`config.mk`:
```
export PLATFORM = sky130hd
export DESIGN_NAME = exc_entry
export DESIGN_NICKNAME = d
export VERILOG_FILES = /design/src/rtl/exc_entry_pkg.sv /design/src/rtl/exc_entry.sv
export VERILOG_INCLUDE_DIRS = /design/src /design/src/rtl
export SDC_FILE = /design/constraint.sdc
export NUM_CORES = 1
export LEC_CHECK = 0
export CAP_MARGIN = 20
export CORE_MARGIN = 2
export CORE_UTILIZATION = 40
export CTS_CLUSTER_DIAMETER = 60
export DETAILED_ROUTE_END_ITERATION = 6
export DONT_BUFFER_PORTS = 1
export GPL_TIMING_DRIVEN = 0
export SYNTH_ARGS = -nofsm -noshare
export SYNTH_HDL_FRONTEND = slang
export SYNTH_SLANG_ARGS = --single-unit
```
`constraint.sdc`:
```
create_clock -name sys_clk -period 6.2 [get_ports sys_clk]
set_input_delay 0.62 -clock sys_clk [delete_from_list [all_inputs] [get_ports sys_clk]]
set_output_delay 0.62 -clock sys_clk [all_outputs]
set_load 0.01 [all_outputs]
```
`src/rtl/exc_entry_regs.svh`:
```
// offsets, field positions, reset values and encodings for exception entry
`ifndef EXC_ENTRY_REGS_SVH
`define EXC_ENTRY_REGS_SVH

// register port offsets (word addresses on the plain port)
`define OFF_STATE_WORD 4'h0
`define OFF_SAVE_PC 4'h1
`define OFF_SAVE_STATE 4'h2
`define OFF_HW_CONFIG 4'h3
`define OFF_STATUS 4'h4

// state word field positions (bit 0 is the most significant bit)
`define POS_HANDLER_ENDIAN 15
`define POS_ASYNC_IRQ 16
`define POS_FP_AVAIL 18
`define POS_MCHK_ENABLE 19
`define POS_FPX_A 20
`define POS_SINGLE_STEP 21
`define POS_BRANCH_TRACE 22
`define POS_FPX_B 23
`define POS_VECTOR_HIGH 25
`define POS_INSTR_XLATE 26
`define POS_DATA_XLATE 27
`define POS_RECOVERABLE 30
`define POS_BYTE_ORDER 31

// saved-state bits copied from the state word: 5..9 and 16..31
`define SAVE_COPY_MASK 32'h07c0ffff
// bits set aside for exception-specific information: 1..4 loaded, 10..15 held zero
`define SAVE_INFO_MASK 32'h783f0000

// vector bases
`define VEC_BASE_LOW 12'h000
`define VEC_BASE_HIGH 12'hfff

// reset values
`define STATE_WORD_RESET 32'h00000040
`define HW_CONFIG_RESET 32'h00000000

// exception kind codes and their vector offsets (20 bits)
`define EXC_SYS_RESET 4'h0
`define EXC_MCHK 4'h1
`define EXC_EXTERNAL 4'h2
`define EXC_DECREMENTER 4'h3
`define EXC_SYS_MGMT 4'h4
`define EXC_PROGRAM 4'h5
`define EXC_FP_UNAVAIL 4'h6
`define EXC_TRACE 4'h7
`define EXC_SYNC_OTHER 4'h8

`define VOFF_SYS_RESET 20'h00100
`define VOFF_MCHK 20'h00200
`define VOFF_EXTERNAL 20'h00500
`define VOFF_PROGRAM 20'h00700
`define VOFF_FP_UNAVAIL 20'h00800
`define VOFF_DECREMENTER 20'h00900
`define VOFF_TRACE 20'h00d00
`define VOFF_SYS_MGMT 20'h01400

// hardware configuration register: per-source machine check enables, bits 0..3
`define MCHK_SRC_COUNT 4

`endif

```
`src/rtl/exc_entry_pkg.sv`:
```
// types for the exception entry block
package exc_entry_pkg;
    typedef enum logic [1:0] {
        st_run,
        st_checkstop
    } exc_state_t;

    typedef struct packed {
        exc_state_t state;
        logic [31:0] state_word;
        logic [31:0] save_pc;
        logic [31:0] save_state;
        logic [31:0] hw_config;
        logic [31:0] rdata;
        logic take;
        logic [31:0] fetch_addr;
        logic fp_dispatch_ok;
        logic trace_pending;
        logic checkstop;
    } exc_regs_t;
endpackage : exc_entry_pkg

```
`src/rtl/exc_entry.sv`:
```
// exception entry, state word and save/restore registers of the core
`timescale 1ns/1ps
`include "exc_entry_regs.svh"

module exc_entry
    import exc_entry_pkg::*;
(
    // clock and reset
    input wire logic sys_clk,
    input wire logic rst,
    // register port
    input wire logic [3:0] reg_addr,
    input wire logic [31:0] reg_wdata,
    input wire logic reg_write,
    input wire logic reg_read,
    output logic [31:0] reg_rdata,
    // exception sources
    input wire logic sys_reset_req,
    input wire logic [3:0] mchk_src,
    input wire logic ext_irq,
    input wire logic dec_irq,
    input wire logic mgmt_irq,
    input wire logic fp_enabled_exc,
    input wire logic fp_instr_pending,
    input wire logic sync_exc,
    input wire logic [19:0] sync_vector,
    input wire logic [3:0] sync_info,
    // pipeline status
    input wire logic older_exc_pending,
    input wire logic instr_complete,
    input wire logic branch_complete,
    input wire logic [31:0] complete_pc,
    input wire logic [31:0] next_pc,
    // redirect and mode outputs
    output logic exc_taken,
    output logic [31:0] exc_fetch_addr,
    output logic fp_dispatch_ok,
    output logic instr_xlate_on,
    output logic data_xlate_on,
    output logic byte_order_swap,
    output logic checkstop
);

    exc_regs_t cur;
    exc_regs_t nxt;

    // a field of the state word by its big-endian bit number
    function automatic logic fld(input logic [31:0] w, input int pos);
        fld = w[31 - pos];
    endfunction : fld

    // vector base from the prefix field
    function automatic logic [31:0] vec_addr(input logic [31:0] w, input logic [19:0] off);
        vec_addr = {(fld(w, `POS_VECTOR_HIGH) ? `VEC_BASE_HIGH : `VEC_BASE_LOW), off};
    endfunction : vec_addr

    logic mchk_any;
    logic async_req;
    logic fp_prog_req;
    logic trace_req;
    logic [3:0] kind;
    logic [19:0] voff;
    logic [31:0] save_addr;
    logic [3:0] info;
    logic want;

    // source qualification and priority
    always_comb begin
        mchk_any = |(mchk_src & cur.hw_config[`MCHK_SRC_COUNT-1:0]);
        async_req = fld(cur.state_word, `POS_ASYNC_IRQ)
            & (ext_irq | dec_irq | mgmt_irq);
        fp_prog_req = fp_enabled_exc & fld(cur.state_word, `POS_FP_AVAIL)
            & (fld(cur.state_word, `POS_FPX_A) | fld(cur.state_word, `POS_FPX_B));
        trace_req = cur.trace_pending;
        kind = `EXC_SYNC_OTHER;
        voff = sync_vector;
        save_addr = complete_pc;
        info = sync_info;
        want = 1'b0;
        if (sys_reset_req) begin
            want = 1'b1;
            kind = `EXC_SYS_RESET;
            voff = `VOFF_SYS_RESET;
            save_addr = next_pc;
        end else if (mchk_any && fld(cur.state_word, `POS_MCHK_ENABLE)) begin
            want = 1'b1;
            kind = `EXC_MCHK;
            voff = `VOFF_MCHK;
            save_addr = next_pc;
        end else if (older_exc_pending) begin
            want = 1'b0;
        end else if (sync_exc) begin
            want = 1'b1;
        end else if (fp_instr_pending && !fld(cur.state_word, `POS_FP_AVAIL)) begin
            want = 1'b1;
            kind = `EXC_FP_UNAVAIL;
            voff = `VOFF_FP_UNAVAIL;
            info = 4'h0;
        end else if (fp_prog_req) begin
            want = 1'b1;
            kind = `EXC_PROGRAM;
            voff = `VOFF_PROGRAM;
            info = 4'h8;
        end else if (trace_req) begin
            want = 1'b1;
            kind = `EXC_TRACE;
            voff = `VOFF_TRACE;
            save_addr = next_pc;
            info = 4'h0;
        end else if (async_req) begin
            want = 1'b1;
            kind = ext_irq ? `EXC_EXTERNAL : (dec_irq ? `EXC_DECREMENTER : `EXC_SYS_MGMT);
            voff = ext_irq ? `VOFF_EXTERNAL : (dec_irq ? `VOFF_DECREMENTER : `VOFF_SYS_MGMT);
            save_addr = next_pc;
            info = 4'h0;
        end
    end

    // next-state logic
    always_comb begin
        nxt = cur;
        nxt.take = 1'b0;
        case (cur.state)
            st_run: begin
                // trace armed by completion under step or branch trace
                if (instr_complete && fld(cur.state_word, `POS_SINGLE_STEP))
                    nxt.trace_pending = 1'b1;
                if (branch_complete && fld(cur.state_word, `POS_BRANCH_TRACE))
                    nxt.trace_pending = 1'b1;
                if (reg_write) begin
                    case (reg_addr)
                        `OFF_STATE_WORD: nxt.state_word = reg_wdata;
                        `OFF_SAVE_PC: nxt.save_pc = reg_wdata;
                        `OFF_SAVE_STATE: nxt.save_state = reg_wdata;
                        `OFF_HW_CONFIG: nxt.hw_config = reg_wdata;
                        default: ;
                    endcase
                end
                if (mchk_any && !fld(cur.state_word, `POS_MCHK_ENABLE) && !sys_reset_req) begin
                    nxt.state = st_checkstop;
                    nxt.checkstop = 1'b1;
                end else if (want) begin
                    nxt.take = 1'b1;
                    // a completion that re-arms trace in this same cycle wins over the clear
                    if (kind == `EXC_TRACE
                        && !(instr_complete && fld(cur.state_word, `POS_SINGLE_STEP))
                        && !(branch_complete && fld(cur.state_word, `POS_BRANCH_TRACE)))
                        nxt.trace_pending = 1'b0;
                    nxt.save_pc = save_addr;
                    // info in 1..4, reserved 10..15 zero, copy 5..9 and 16..31
                    nxt.save_state = (cur.state_word & `SAVE_COPY_MASK)
                        | {1'b0, info, 27'h0};
                    // same fields cleared for every kind; machine check also clears the enable, system reset sets the prefix
                    nxt.state_word = cur.state_word & (`SAVE_COPY_MASK
                        & ~32'h0000fffe) | (cur.state_word & 32'h00010040);
                    nxt.state_word[31 - `POS_ASYNC_IRQ] = 1'b0;
                    nxt.state_word[31 - `POS_MCHK_ENABLE] =
                        (kind == `EXC_MCHK) ? 1'b0 : fld(cur.state_word, `POS_MCHK_ENABLE);
                    nxt.state_word[31 - `POS_VECTOR_HIGH] =
                        (kind == `EXC_SYS_RESET) ? 1'b1 : fld(cur.state_word, `POS_VECTOR_HIGH);
                    nxt.state_word[31 - `POS_INSTR_XLATE] = 1'b0;
                    nxt.state_word[31 - `POS_DATA_XLATE] = 1'b0;
                    nxt.state_word[31 - `POS_HANDLER_ENDIAN] =
                        fld(cur.state_word, `POS_HANDLER_ENDIAN);
                    nxt.state_word[31 - `POS_BYTE_ORDER] =
                        fld(cur.state_word, `POS_HANDLER_ENDIAN);
                    nxt.fetch_addr = vec_addr(cur.state_word, voff);
                end
            end
            st_checkstop: begin
                nxt.checkstop = 1'b1;
            end
            default: nxt.state = st_run;
        endcase
        nxt.fp_dispatch_ok = fld(nxt.state_word, `POS_FP_AVAIL) & (nxt.state == st_run);
        nxt.rdata = 32'h0;
        if (reg_read) begin
            case (reg_addr)
                `OFF_STATE_WORD: nxt.rdata = cur.state_word;
                `OFF_SAVE_PC: nxt.rdata = cur.save_pc;
                `OFF_SAVE_STATE: nxt.rdata = cur.save_state;
                `OFF_HW_CONFIG: nxt.rdata = cur.hw_config;
                `OFF_STATUS: nxt.rdata = {30'h0, cur.trace_pending, cur.checkstop};
                default: nxt.rdata = 32'h0;
            endcase
        end
    end

    // state register
    always_ff @(posedge sys_clk or posedge rst) begin
        if (rst) begin
            cur <= '0;
            cur.state <= st_run;
            cur.state_word <= `STATE_WORD_RESET;
            cur.hw_config <= `HW_CONFIG_RESET;
        end else begin
            cur <= nxt;
        end
    end

    // outputs straight from the state register
    assign reg_rdata = cur.rdata;
    assign exc_taken = cur.take;
    assign exc_fetch_addr = cur.fetch_addr;
    assign fp_dispatch_ok = cur.fp_dispatch_ok;
    assign instr_xlate_on = fld(cur.state_word, `POS_INSTR_XLATE);
    assign data_xlate_on = fld(cur.state_word, `POS_DATA_XLATE);
    assign byte_order_swap = fld(cur.state_word, `POS_BYTE_ORDER);
    assign checkstop = cur.checkstop;

    a_xlate_cleared: assert property (@(posedge sys_clk) disable iff (rst)
        exc_taken |-> !instr_xlate_on && !data_xlate_on)
        else $error("translation left on after entry");
    a_endian_copy: assert property (@(posedge sys_clk) disable iff (rst)
        exc_taken |-> byte_order_swap == $past(fld(cur.state_word, `POS_HANDLER_ENDIAN)))
        else $error("byte order not taken from handler select");
    a_async_clear: assert property (@(posedge sys_clk) disable iff (rst)
        exc_taken |-> !fld(cur.state_word, `POS_ASYNC_IRQ))
        else $error("async enable not cleared");
    a_checkstop_hold: assert property (@(posedge sys_clk) disable iff (rst)
        checkstop |=> checkstop && !exc_taken)
        else $error("checkstop released");
    a_mchk_stop: assert property (@(posedge sys_clk) disable iff (rst)
        (cur.state == st_run) && (|(mchk_src & cur.hw_config[3:0]))
        && !fld(cur.state_word, `POS_MCHK_ENABLE) && !sys_reset_req |=> checkstop)
        else $error("disabled machine check did not stop");
    a_reset_taken: assert property (@(posedge sys_clk) disable iff (rst)
        (cur.state == st_run) && sys_reset_req |=> exc_taken
        && (exc_fetch_addr == {`VEC_BASE_HIGH, `VOFF_SYS_RESET}
        || exc_fetch_addr == {`VEC_BASE_LOW, `VOFF_SYS_RESET}))
        else $error("system reset not taken");
    a_save_copy: assert property (@(posedge sys_clk) disable iff (rst)
        exc_taken |-> (cur.save_state & `SAVE_COPY_MASK)
        == ($past(cur.state_word) & `SAVE_COPY_MASK))
        else $error("state copy missing from save register");
    a_vec_base: assert property (@(posedge sys_clk) disable iff (rst)
        exc_taken && !$past(sys_reset_req) |-> exc_fetch_addr[31:20]
        == ($past(fld(cur.state_word, `POS_VECTOR_HIGH)) ? `VEC_BASE_HIGH : `VEC_BASE_LOW))
        else $error("vector base wrong");
    a_older_block: assert property (@(posedge sys_clk) disable iff (rst)
        older_exc_pending && !sys_reset_req && !(|mchk_src) |=> !exc_taken)
        else $error("taken past older fault");
    a_fp_gate: assert property (@(posedge sys_clk) disable iff (rst)
        fp_dispatch_ok |-> fld(cur.state_word, `POS_FP_AVAIL))
        else $error("fp dispatch allowed while unavailable");

endmodule : exc_entry

```
==> flow_summary.ini, run 1 <==
[placed_design]
gp_congestion = 0.8542
dpl.cell_count = 1058
numPortBuffers = 0
hpwlAfterDp_um = 18440
postPlaceCellArea_um2 = 9051

[detailed_routing]
wl_um = 26070
firstDrtPassIters = 7
vias = 6545
drc = 4
wl_per_cell_um = 23.94
drt_iter0_drc = 975
postRouteAntennaNets = 0
vias_per_cell = 6.010

[flow_run]
maxCapViolations = 0

[floorplanning]
core-area_um2 = 21150
die_area_um2 = 22870
fp.dieH_um = 151.2
dieWidth_um = 151.2
start_util_pct = 40.99
fp-row-count = 53
ios = 212

[yosys]
mappedNetlistNets = 924
synth_top_family_by_area = compound AO/OA/AOI/OAI gates
synthAdderAreaFrac_pct = 0
syn_area_per_cell_um2 = 11.09
yosysMostFrequentCell = dfrtp_1
yosys_warnings = 0
synth_top_area_share_pct = 53.67
synth-edff-count = 0
synth_seq_cells = 187
postSynthCellCount = 782
synth-main-ff-cell = dfrtp_1
synth_area_leaders = dfrtp_1 (54%), a222oi_1 (7.6%), buf_4 (5.5%)
synth-simple-area-share_pct = 8.686
muxShareOfSynthArea_pct = 5.035
yosys-top-cells-count = dfrtp_1 (186), nand2_1 (85), a222oi_1 (66)
synthesis.area_um2 = 8672
synthArstFlopShare_pct = 100.0
yosys.area_share.xor_xnor_pct = 0
synth_area_leader_cell = dfrtp_1
ys_seq_area_share_pct = 53.97
yosysUniqueCellTypes = 52
synth-compound-area-share_pct = 22.54

[sta]
tightest_slew_ps = 957.7
period_share_pct = 45.74
relSlewSlack_pct = 35.62
tns_ps = 0
period_minus_slack_ps = 2836
rsz0062_at_grt = false
finalSetupViolCount = 0
hold_viol = 0
drv_slew = 0
clock.fmax_mhz = 352.7
holdWs_ps = 83.33
finClkSkew_ps = 10.47

[final_layout]
layout.nets = 944
fillers = 1976
area.sequential_um2 = 4681
multi_input_area_um2 = 3148
final_area_um2 = 9643
n_antenna_cell = 0
area_growth_pct = 11.20
drive_above_1_share_pct = 22.48
stdcell_count = 1089

[cts]
cts_num_sinks = 187
cts_made_buffers = 17
clk_pin_slew_worst_paths_ps = 70
cts_resized = 0
cts_hold_buffers = 0
cts.htree.levels = 4
cts_buffer_depth = 2
cts-root-buf = clkbuf_16
cts_setup_buffers = 0
cts_tree = built
clk_latency_ps = 440

[global_routing]
grt_pass1_wl_um = 38780
first_global_vias = 6512
overflow = 0
grt_antenna_before_repair = 0
grtUsageTotal_pct = 23.08
grt_max_degree = 116

[worst_setup_path]
critPathRequiredTime_ps = 6570
crit_fanout = 10
crit_path_start_kind = register
crit_arrival_ps = 3200
crit_slowest_cell = o22ai_1
slowest_delay_ps = 750
crit_buf_inv = 1
path_cells = o211ai_1 -> nand3_1 -> or2_2 -> o22ai_1 -> clkbuf_1 -> nand2_1 -> nand3_1
cpMostUsedCell = nand3_1
cp-end-kind = register
worst-setup-path-type = register to register
crit_family = compound AO/OA/AOI/OAI gates

[pwr]
swShare_pct = 28.02
combPwrFrac_pct = 14.2
clkPwrFrac_pct = 36.9
p_int_mw = 2.174
power_mw = 3.020
switching_power_mw = 0.8462
p_leak_nw = 4.377
vdd_drop_max_mv = 0.1765
pwr-share-seq_pct = 48.9
powerDensity_nw_per_um2 = 313.2

[run_status]
violations = design-rule violations
status = finished with violations

[hold_path]
min_path_type = primary input to async pin
## metal layers
metal | GRT usage, % | wire, µm
met1 | 30.72 | 10880
met2 | 36.13 | 12210
met3 | 7.319 | 2456
met4 | 7.009 | 526
met5 | 0 | 0
## area by class of cell
class / instances / share of cell area [%]
sequential: 187 / 48.54
tap: 275 / 3.568
clock inverter: 11 / 1.401
timing repair buffer: 1 / 0.2855
inverter: 28 / 1.168
multi-input combinational: 441 / 32.65
clock buffer: 20 / 4.736
buffer: 126 / 7.655
## power by group through the flow
stage | Sequential (mW) | Combinational, mW | Clock [mW]
finish | 1.48 | 0.429 | 1.11
global route | 1.49 | 0.473 | 1.18
CTS | 1.47 | 0.432 | 1.13
detailed placement | 1.50 | 0.430 | 0
global placement | 1.49 | 0.424 | 0
floorplan | 1.46 | 0.339 | 0
## sequential cells by signal, indices dropped and copies added (netlist names)
name	flops
data_xlate_on	1
instr_xlate_on	1
checkstop	1
trace_req	1
byte_order_swap	1
reg_rdata	32
exc_taken	1
cur	127
fp_dispatch_ok	1
exc_fetch_addr	21
## layout by cell type (no fill, tap or decap), types with 3 or more instances in the layout
| master | synthesis | layout |
|---|---|---|
| nor2_1 | 11 | 11 |
| buf_2 | 8 | 8 |
| nand3_1 | 26 | 26 |
| mux2_2 | 37 | 37 |
| a22o_1 | 23 | 23 |
| clkbuf_16 | 0 | 17 |
| a21oi_1 | 45 | 45 |
| o221a_2 | 22 | 22 |
| buf_4 | 64 | 64 |
| a222oi_1 | 66 | 66 |
| inv_1 | 27 | 26 |
| o21ai_0 | 34 | 34 |
| clkbuf_1 | 52 | 53 |
| nor3_2 | 3 | 3 |
| a22oi_1 | 37 | 37 |
| or2_2 | 3 | 3 |
| clkinv_4 | 0 | 3 |
| and3_1 | 3 | 3 |
| nor3_1 | 4 | 4 |
| dfrtp_1 | 186 | 186 |
| nand2_1 | 85 | 85 |
| o22ai_1 | 3 | 3 |
## final timing paths
kind | cells after the start | to | start | slack, ps
min in group sys_clk | 2 | cur[135]$_DFFE_PP0P_ | next_pc[3] | 290
hold / removal | 1 | exc_fetch_addr[10]$_DFFE_PP0P_ | rst | 80
setup / recovery | 7 | cur[133]$_DFFE_PP0P_ | cur[175]$_DFFE_PP0P_ | 3360
max in group asynchronous | 2 | cur[174]$_DFFE_PP0P_ | rst | 5170
hold reg to reg | 2 | cur[74]$_DFFE_PP0P_ | cur[74]$_DFFE_PP0P_ | 490
setup reg to reg | 7 | cur[133]$_DFFE_PP0P_ | cur[175]$_DFFE_PP0P_ | 3360
## stage by stage
stage               setup WS [ps]  util [%]
global route                 3181     45.58
detailed placement           3114     42.79
finish                       3364     45.58
CTS                          3429     45.58
floorplan                   496.2         -
global placement            -1688     42.62
## kinds of logic after synthesis
family / after synthesis
simple gates: 155
flops: 187
other cells: 1
compound gates: 246
buf+inv: 154
mux: 39
## worst reg2reg max path: cells and delay by family (launching register included)
family                 cells  cell delay, ps
AOI/OAI and AO/OA          2            1150
DFF                        1             450
buffers and inverters      1             510
and+or+nand+nor            4             670
Power figures use the tool's default switching activity.
==> run 2, diff against run 1 <==
==> constraint.sdc (replaced) <==
create_clock -name sys_clk -period 2.8 [get_ports sys_clk]
set_input_delay 0.28 -clock sys_clk [delete_from_list [all_inputs] [get_ports sys_clk]]
set_output_delay 0.28 -clock sys_clk [all_outputs]
set_load 0.01 [all_outputs]
==> flow_summary.ini, run 2 (same netlist as run 1, synthesis figures left out) <==
[final_layout]
multi_input_area_um2 = 3168
fillers = 1890
layout_commonest_cell = dfrtp_1
finalCoreUtilization_pct = 50.78
layout.nets = 1051
regMostFlops = cur
final_cell_mix = dfrtp_1 (186), dlygate4sd3_1 (103), nand2_1 (85), a222oi_1 (66), buf_4 (64)
final_area_um2 = 10740
largest_reg_flops = 127
stdcell_count = 1197
area_growth_pct = 23.86
area.sequential_um2 = 4681
n_antenna_cell = 0
drive_above_1_share_pct = 20.93

[sta]
period_minus_slack_ps = 2669
rsz0062_at_grt = true
clock.fmax_mhz = 374.7
tns_ps = 0
finClkSkew_ps = 10.93
tightest_slew_ps = 893.5
period_share_pct = 95.31
relSlewSlack_pct = 40.11
holdWs_ps = 7.210
finalSetupViolCount = 0
drv_slew = 0
setup_slack_ps = 131.4
hold_viol = 0

[detailed_routing]
drc = 0
firstDrtPassIters = 7
wl_per_cell_um = 23.72
vias_per_cell = 6.010
postRouteAntennaNets = 0
wl_um = 28400
vias = 7194
drt_iter0_drc = 892

[cts]
cts_setup_buffers = 0
clk_pin_slew_worst_paths_ps = 70
cts-root-buf = clkbuf_16
cts_tree = built
cts_made_buffers = 17
cts_buffer_depth = 2
cts.htree.levels = 4
clk_latency_ps = 440
cts_num_sinks = 187

[global_routing]
overflow = 0
first_global_vias = 7202
grtUsageTotal_pct = 25.18
grt_pass1_wl_um = 42680
grt_antenna_before_repair = 0
grt_max_degree = 39

[pwr]
p_leak_nw = 4.834
vdd_drop_max_mv = 0.3496
power_mw = 6.780
powerDensity_nw_per_um2 = 631.2

[worst_setup_path]
crit_slowest_cell = dfrtp_1
r2r_setup_slack_ps = 130
reg2reg_from = cur[71]$_DFFE_PP0P_
crit_fanout = 10
crit_family = compound AO/OA/AOI/OAI gates
slowest_delay_ps = 420
cp-end-kind = register
critPathRequiredTime_ps = 3110
reg2reg_depth = 9
worst-setup-path-type = register to register
crit_path_start_kind = register
crit_buf_inv = 4
rr_endpoint = cur[122]$_DFFE_PP0P_
crit_arrival_ps = 2980
path_cells = a22oi_2 -> a21boi_1 -> or2_1 -> clkbuf_1 -> o21ai_4 -> inv_2 -> buf_6 -> a222oi_1 -> inv_1

[floorplanning]
fp.dieH_um = 151.2
fp-row-count = 53
die_area_um2 = 22870
dieWidth_um = 151.2
core-area_um2 = 21150
start_util_pct = 40.99
ios = 212

[placed_design]
numPortBuffers = 0
gp_congestion = 0.8646
dpl.cell_count = 1062
postPlaceCellArea_um2 = 9120
hpwlAfterDp_um = 18900
place_ws_ps = 24.61

[hold_path]
min_to = cur[134]$_DFFE_PP0P_
hold_depth = 2
hold_path.startpoint = complete_pc[2]
min_path_type = primary input to register

[run_status]
status = complete, no violations

[flow_run]
maxCapViolations = 0
## run 2: power by group
| part | leakage [nW] | switching (mW) | internal, mW |
|---|---|---|---|
| sequential | 2.47 | 0.252 | 3.02 |
| clock | 0.265 | 1.13 | 1.25 |
| combinational | 2.10 | 0.595 | 0.528 |
| total | 4.83 | 1.98 | 4.80 |
## run 2: layout make-up
class | instances | area share (%)
Sequential cell | 187 | 43.58
Multi-Input combinational cell | 441 | 29.49
Timing Repair Buffer | 108 | 10.53
Buffer | 126 | 6.931
Clock buffer | 19 | 4.030
Tap cell | 275 | 3.203
Clock inverter | 13 | 1.223
Inverter | 28 | 1.013
## run 2: how the worst max path moves through the flow
stage / start / to / slack, ps / depth (start not counted)
after CTS: cur[175]$_DFFE_PP0P_ / cur[138]$_DFFE_PP0P_ / 6 / 7
after global routing: cur[71]$_DFFE_PP0P_ / cur[108]$_DFFE_PP0P_ / -10 / 9
after detailed placement: cur[175]$_DFFE_PP0P_ / cur[138]$_DFFE_PP0P_ / 20 / 7
after global placement: rst / reg_rdata[18]$_DFF_PP0_ / -970 / 1
final: cur[71]$_DFFE_PP0P_ / cur[122]$_DFFE_PP0P_ / 130 / 9
after floorplan: rst / byte_order_swap$_DFFE_PP0P_ / 110 / 1
## run 2: metal layers
| layer | GRT usage (%) | part of all wire [%] | vias up |
|---|---|---|---|
| li1 | - | - | 3147 |
| met1 | 34.16 | 42 | 3634 |
| met2 | 39.62 | 47 | 377 |
| met3 | 6.325 | 9.3 | 36 |
| met4 | 8.224 | 2.1 | 0 |
| met5 | 0 | 0 | - |
## run 2: repair_timing
item | CTS | global route
endpoints found under the hold margin | 137 | 2
resized for setup | 0 | 14
setup endpoints to repair | 0 | 32
hold buffers | 101 | 2
==> run 3, diff against run 2 <==
--- a/config.mk
+++ b/config.mk
@@ -12,7 +12,7 @@
 export CTS_CLUSTER_DIAMETER = 60
 export DETAILED_ROUTE_END_ITERATION = 6
 export DONT_BUFFER_PORTS = 1
-export GPL_TIMING_DRIVEN = 0
+export SETUP_SLACK_MARGIN = 0.2
 export SYNTH_ARGS = -nofsm -noshare
 export SYNTH_HDL_FRONTEND = slang
 export SYNTH_SLANG_ARGS = --single-unit
==> constraint.sdc (replaced) <==
create_clock -name sys_clk -period 2.5 [get_ports sys_clk]
set_input_delay 0.25 -clock sys_clk [delete_from_list [all_inputs] [get_ports sys_clk]]
set_output_delay 0.25 -clock sys_clk [all_outputs]
set_load 0.01 [all_outputs]
==> flow_summary.ini, run 3 (same netlist as run 1, synthesis figures left out) <==
[global_routing]
grt_max_degree = 89
grtUsageMet1_pct = 31.45
grt.busiest_layer = met2
gr-usage-met2_pct = 40.59
grt_antenna_before_repair = 0
grtUsageTotal_pct = 24.83
first_global_vias = 7055
overflow = 0
grtUsageMet3_pct = 7.560
grt_pass1_wl_um = 42060

[sta]
setup_slack_ps = 201.9
finClkSkew_ps = 10.83
tns_ps = 0
holdWs_ps = 7.346
finalSetupViolCount = 0
rsz0062_at_grt = true
clock.fmax_mhz = 435.1
period_minus_slack_ps = 2298
hold_viol = 0
relSlewSlack_pct = 63.91
drv_slew = 0
tightest_slew_ps = 540.2
period_share_pct = 91.93

[worst_setup_path]
crit_arrival_ps = 2620
crit_path_start_kind = register
startpoint = cur[68]$_DFFE_PP0P_
rr_endpoint = cur[123]$_DFFE_PP0P_
r2r_setup_slack_ps = 200
worst-setup-path-type = register to register
reg2reg_from = cur[68]$_DFFE_PP0P_
reg2reg_depth = 7
crit_fanout = 23
critPathRequiredTime_ps = 2820
path_cells = a22oi_2 -> nand2_2 -> or3_4 -> and3_1 -> buf_8 -> a222oi_1 -> inv_1
crit_slowest_cell = or3_4
crit_end = cur[123]$_DFFE_PP0P_
cp-end-kind = register
slowest_delay_ps = 430

[detailed_routing]
vias_per_cell = 6.329
wl_um = 28430
drt_iter0_drc = 956
wl_per_cell_um = 25.34
firstDrtPassIters = 7
drc = 15
vias = 7101
postRouteAntennaNets = 0

[hold_path]
min_path_type = primary input to register
hold_path.startpoint = reg_wdata[29]

[final_layout]
layout.nets = 976
fillers = 1817
area_growth_pct = 22.12
drive_above_1_share_pct = 19.01
n_antenna_cell = 0
layout_commonest_cell = dfrtp_1
final_cell_mix = dfrtp_1 (185), dlygate4sd3_1 (117), nand2_1 (84), a222oi_1 (66), a21oi_1 (45)
regMostFlops = cur
largest_reg_flops = 127
final_area_um2 = 10590

[placed_design]
hpwlAfterDp_um = 17470
postPlaceCellArea_um2 = 8645
place_ws_ps = 70.31
numPortBuffers = 0
gp_congestion = 0.8407

[floorplanning]
ios = 212
fp-row-count = 53
dieWidth_um = 151.2
core-area_um2 = 21150
start_util_pct = 40.99
die_area_um2 = 22870
fp.dieH_um = 151.2

[cts]
cts_made_buffers = 17
clk_latency_ps = 440
cts_num_sinks = 187
cts-root-buf = clkbuf_16
clk_pin_slew_worst_paths_ps = 70
cts_buffer_depth = 2
cts_tree = built
cts.htree.levels = 4

[flow_run]
maxCapViolations = 0

[pwr]
p_leak_nw = 4.672
powerDensity_nw_per_um2 = 733.9
vdd_drop_max_mv = 0.3291

[run_status]
violations = design-rule violations
status = finished with violations
## run 3: repair_timing
item | CTS | global route
gates resized for setup | 7 | 14
setup endpoints to repair | 52 | 59
cloned | 2 | 0
setup buffers | 0 | 7
hold endpoints to repair | 135 | 1
hold buffers | 116 | 1
pin swaps | 2 | 11
## run 3: final cells by class
cell class | instances | area, µm² | area share (%)
Clock buffer | 21 | 460.4 | 4.348
Inverter | 28 | 113.9 | 1.075
Timing Repair Buffer | 157 | 1544 | 14.58
Clock inverter | 11 | 156.4 | 1.477
Tap cell | 275 | 344.1 | 3.249
Multi-Input combinational cell | 443 | 3289 | 31.06
Sequential cell | 187 | 4682 | 44.21
## run 3: worst min path at each step
stage                                endpoint  slack [ps]  cells after the start
2_1_floorplan            cur[170]$_DFFE_PP1P_         360                      2
5_1_grt                  cur[193]$_DFFE_PP0P_         0.3                      1
3_5_place_dp   exc_fetch_addr[11]$_DFFE_PP0P_         160                      1
3_3_place_gp   exc_fetch_addr[11]$_DFFE_PP0P_         160                      1
6_report                 cur[193]$_DFFE_PP0P_           7                      1
4_1_cts                  cur[130]$_DFFE_PP0P_         0.2                      2
## run 3: where the power goes
part           switching [mW]  total (mW)  internal (mW)
clock                    1.22        2.87           1.65
combinational           0.656        1.21          0.554
sequential              0.307        3.70           3.39
total                    2.18        7.77           5.59
## run 3: per-layer routing
metal	vias to the layer above	wire [µm]	part of all wire, %
met5	-	0	0
met4	0	596	2.1
met3	48	2940	10
met2	482	13590	48
li1	3014	-	-
met1	3557	11300	40
## run 3: worst max-delay path, delay by kind of cell, from the launching register on
family	cells	cell delay (ps)
and+or+nand+nor	3	820
buffers and inverters	2	250
DFF	1	400
AOI/OAI and AO/OA	2	690
## run 3: through the flow
step           util, %  power [mW]  instances
6_report         50.06       7.772       1122
5_1_grt          50.06       8.073       1122
4_1_cts          49.49       7.726       1114
3_5_place_dp     40.86       4.690        964
3_3_place_gp     40.86       4.643        964
2_1_floorplan        -       4.455        782
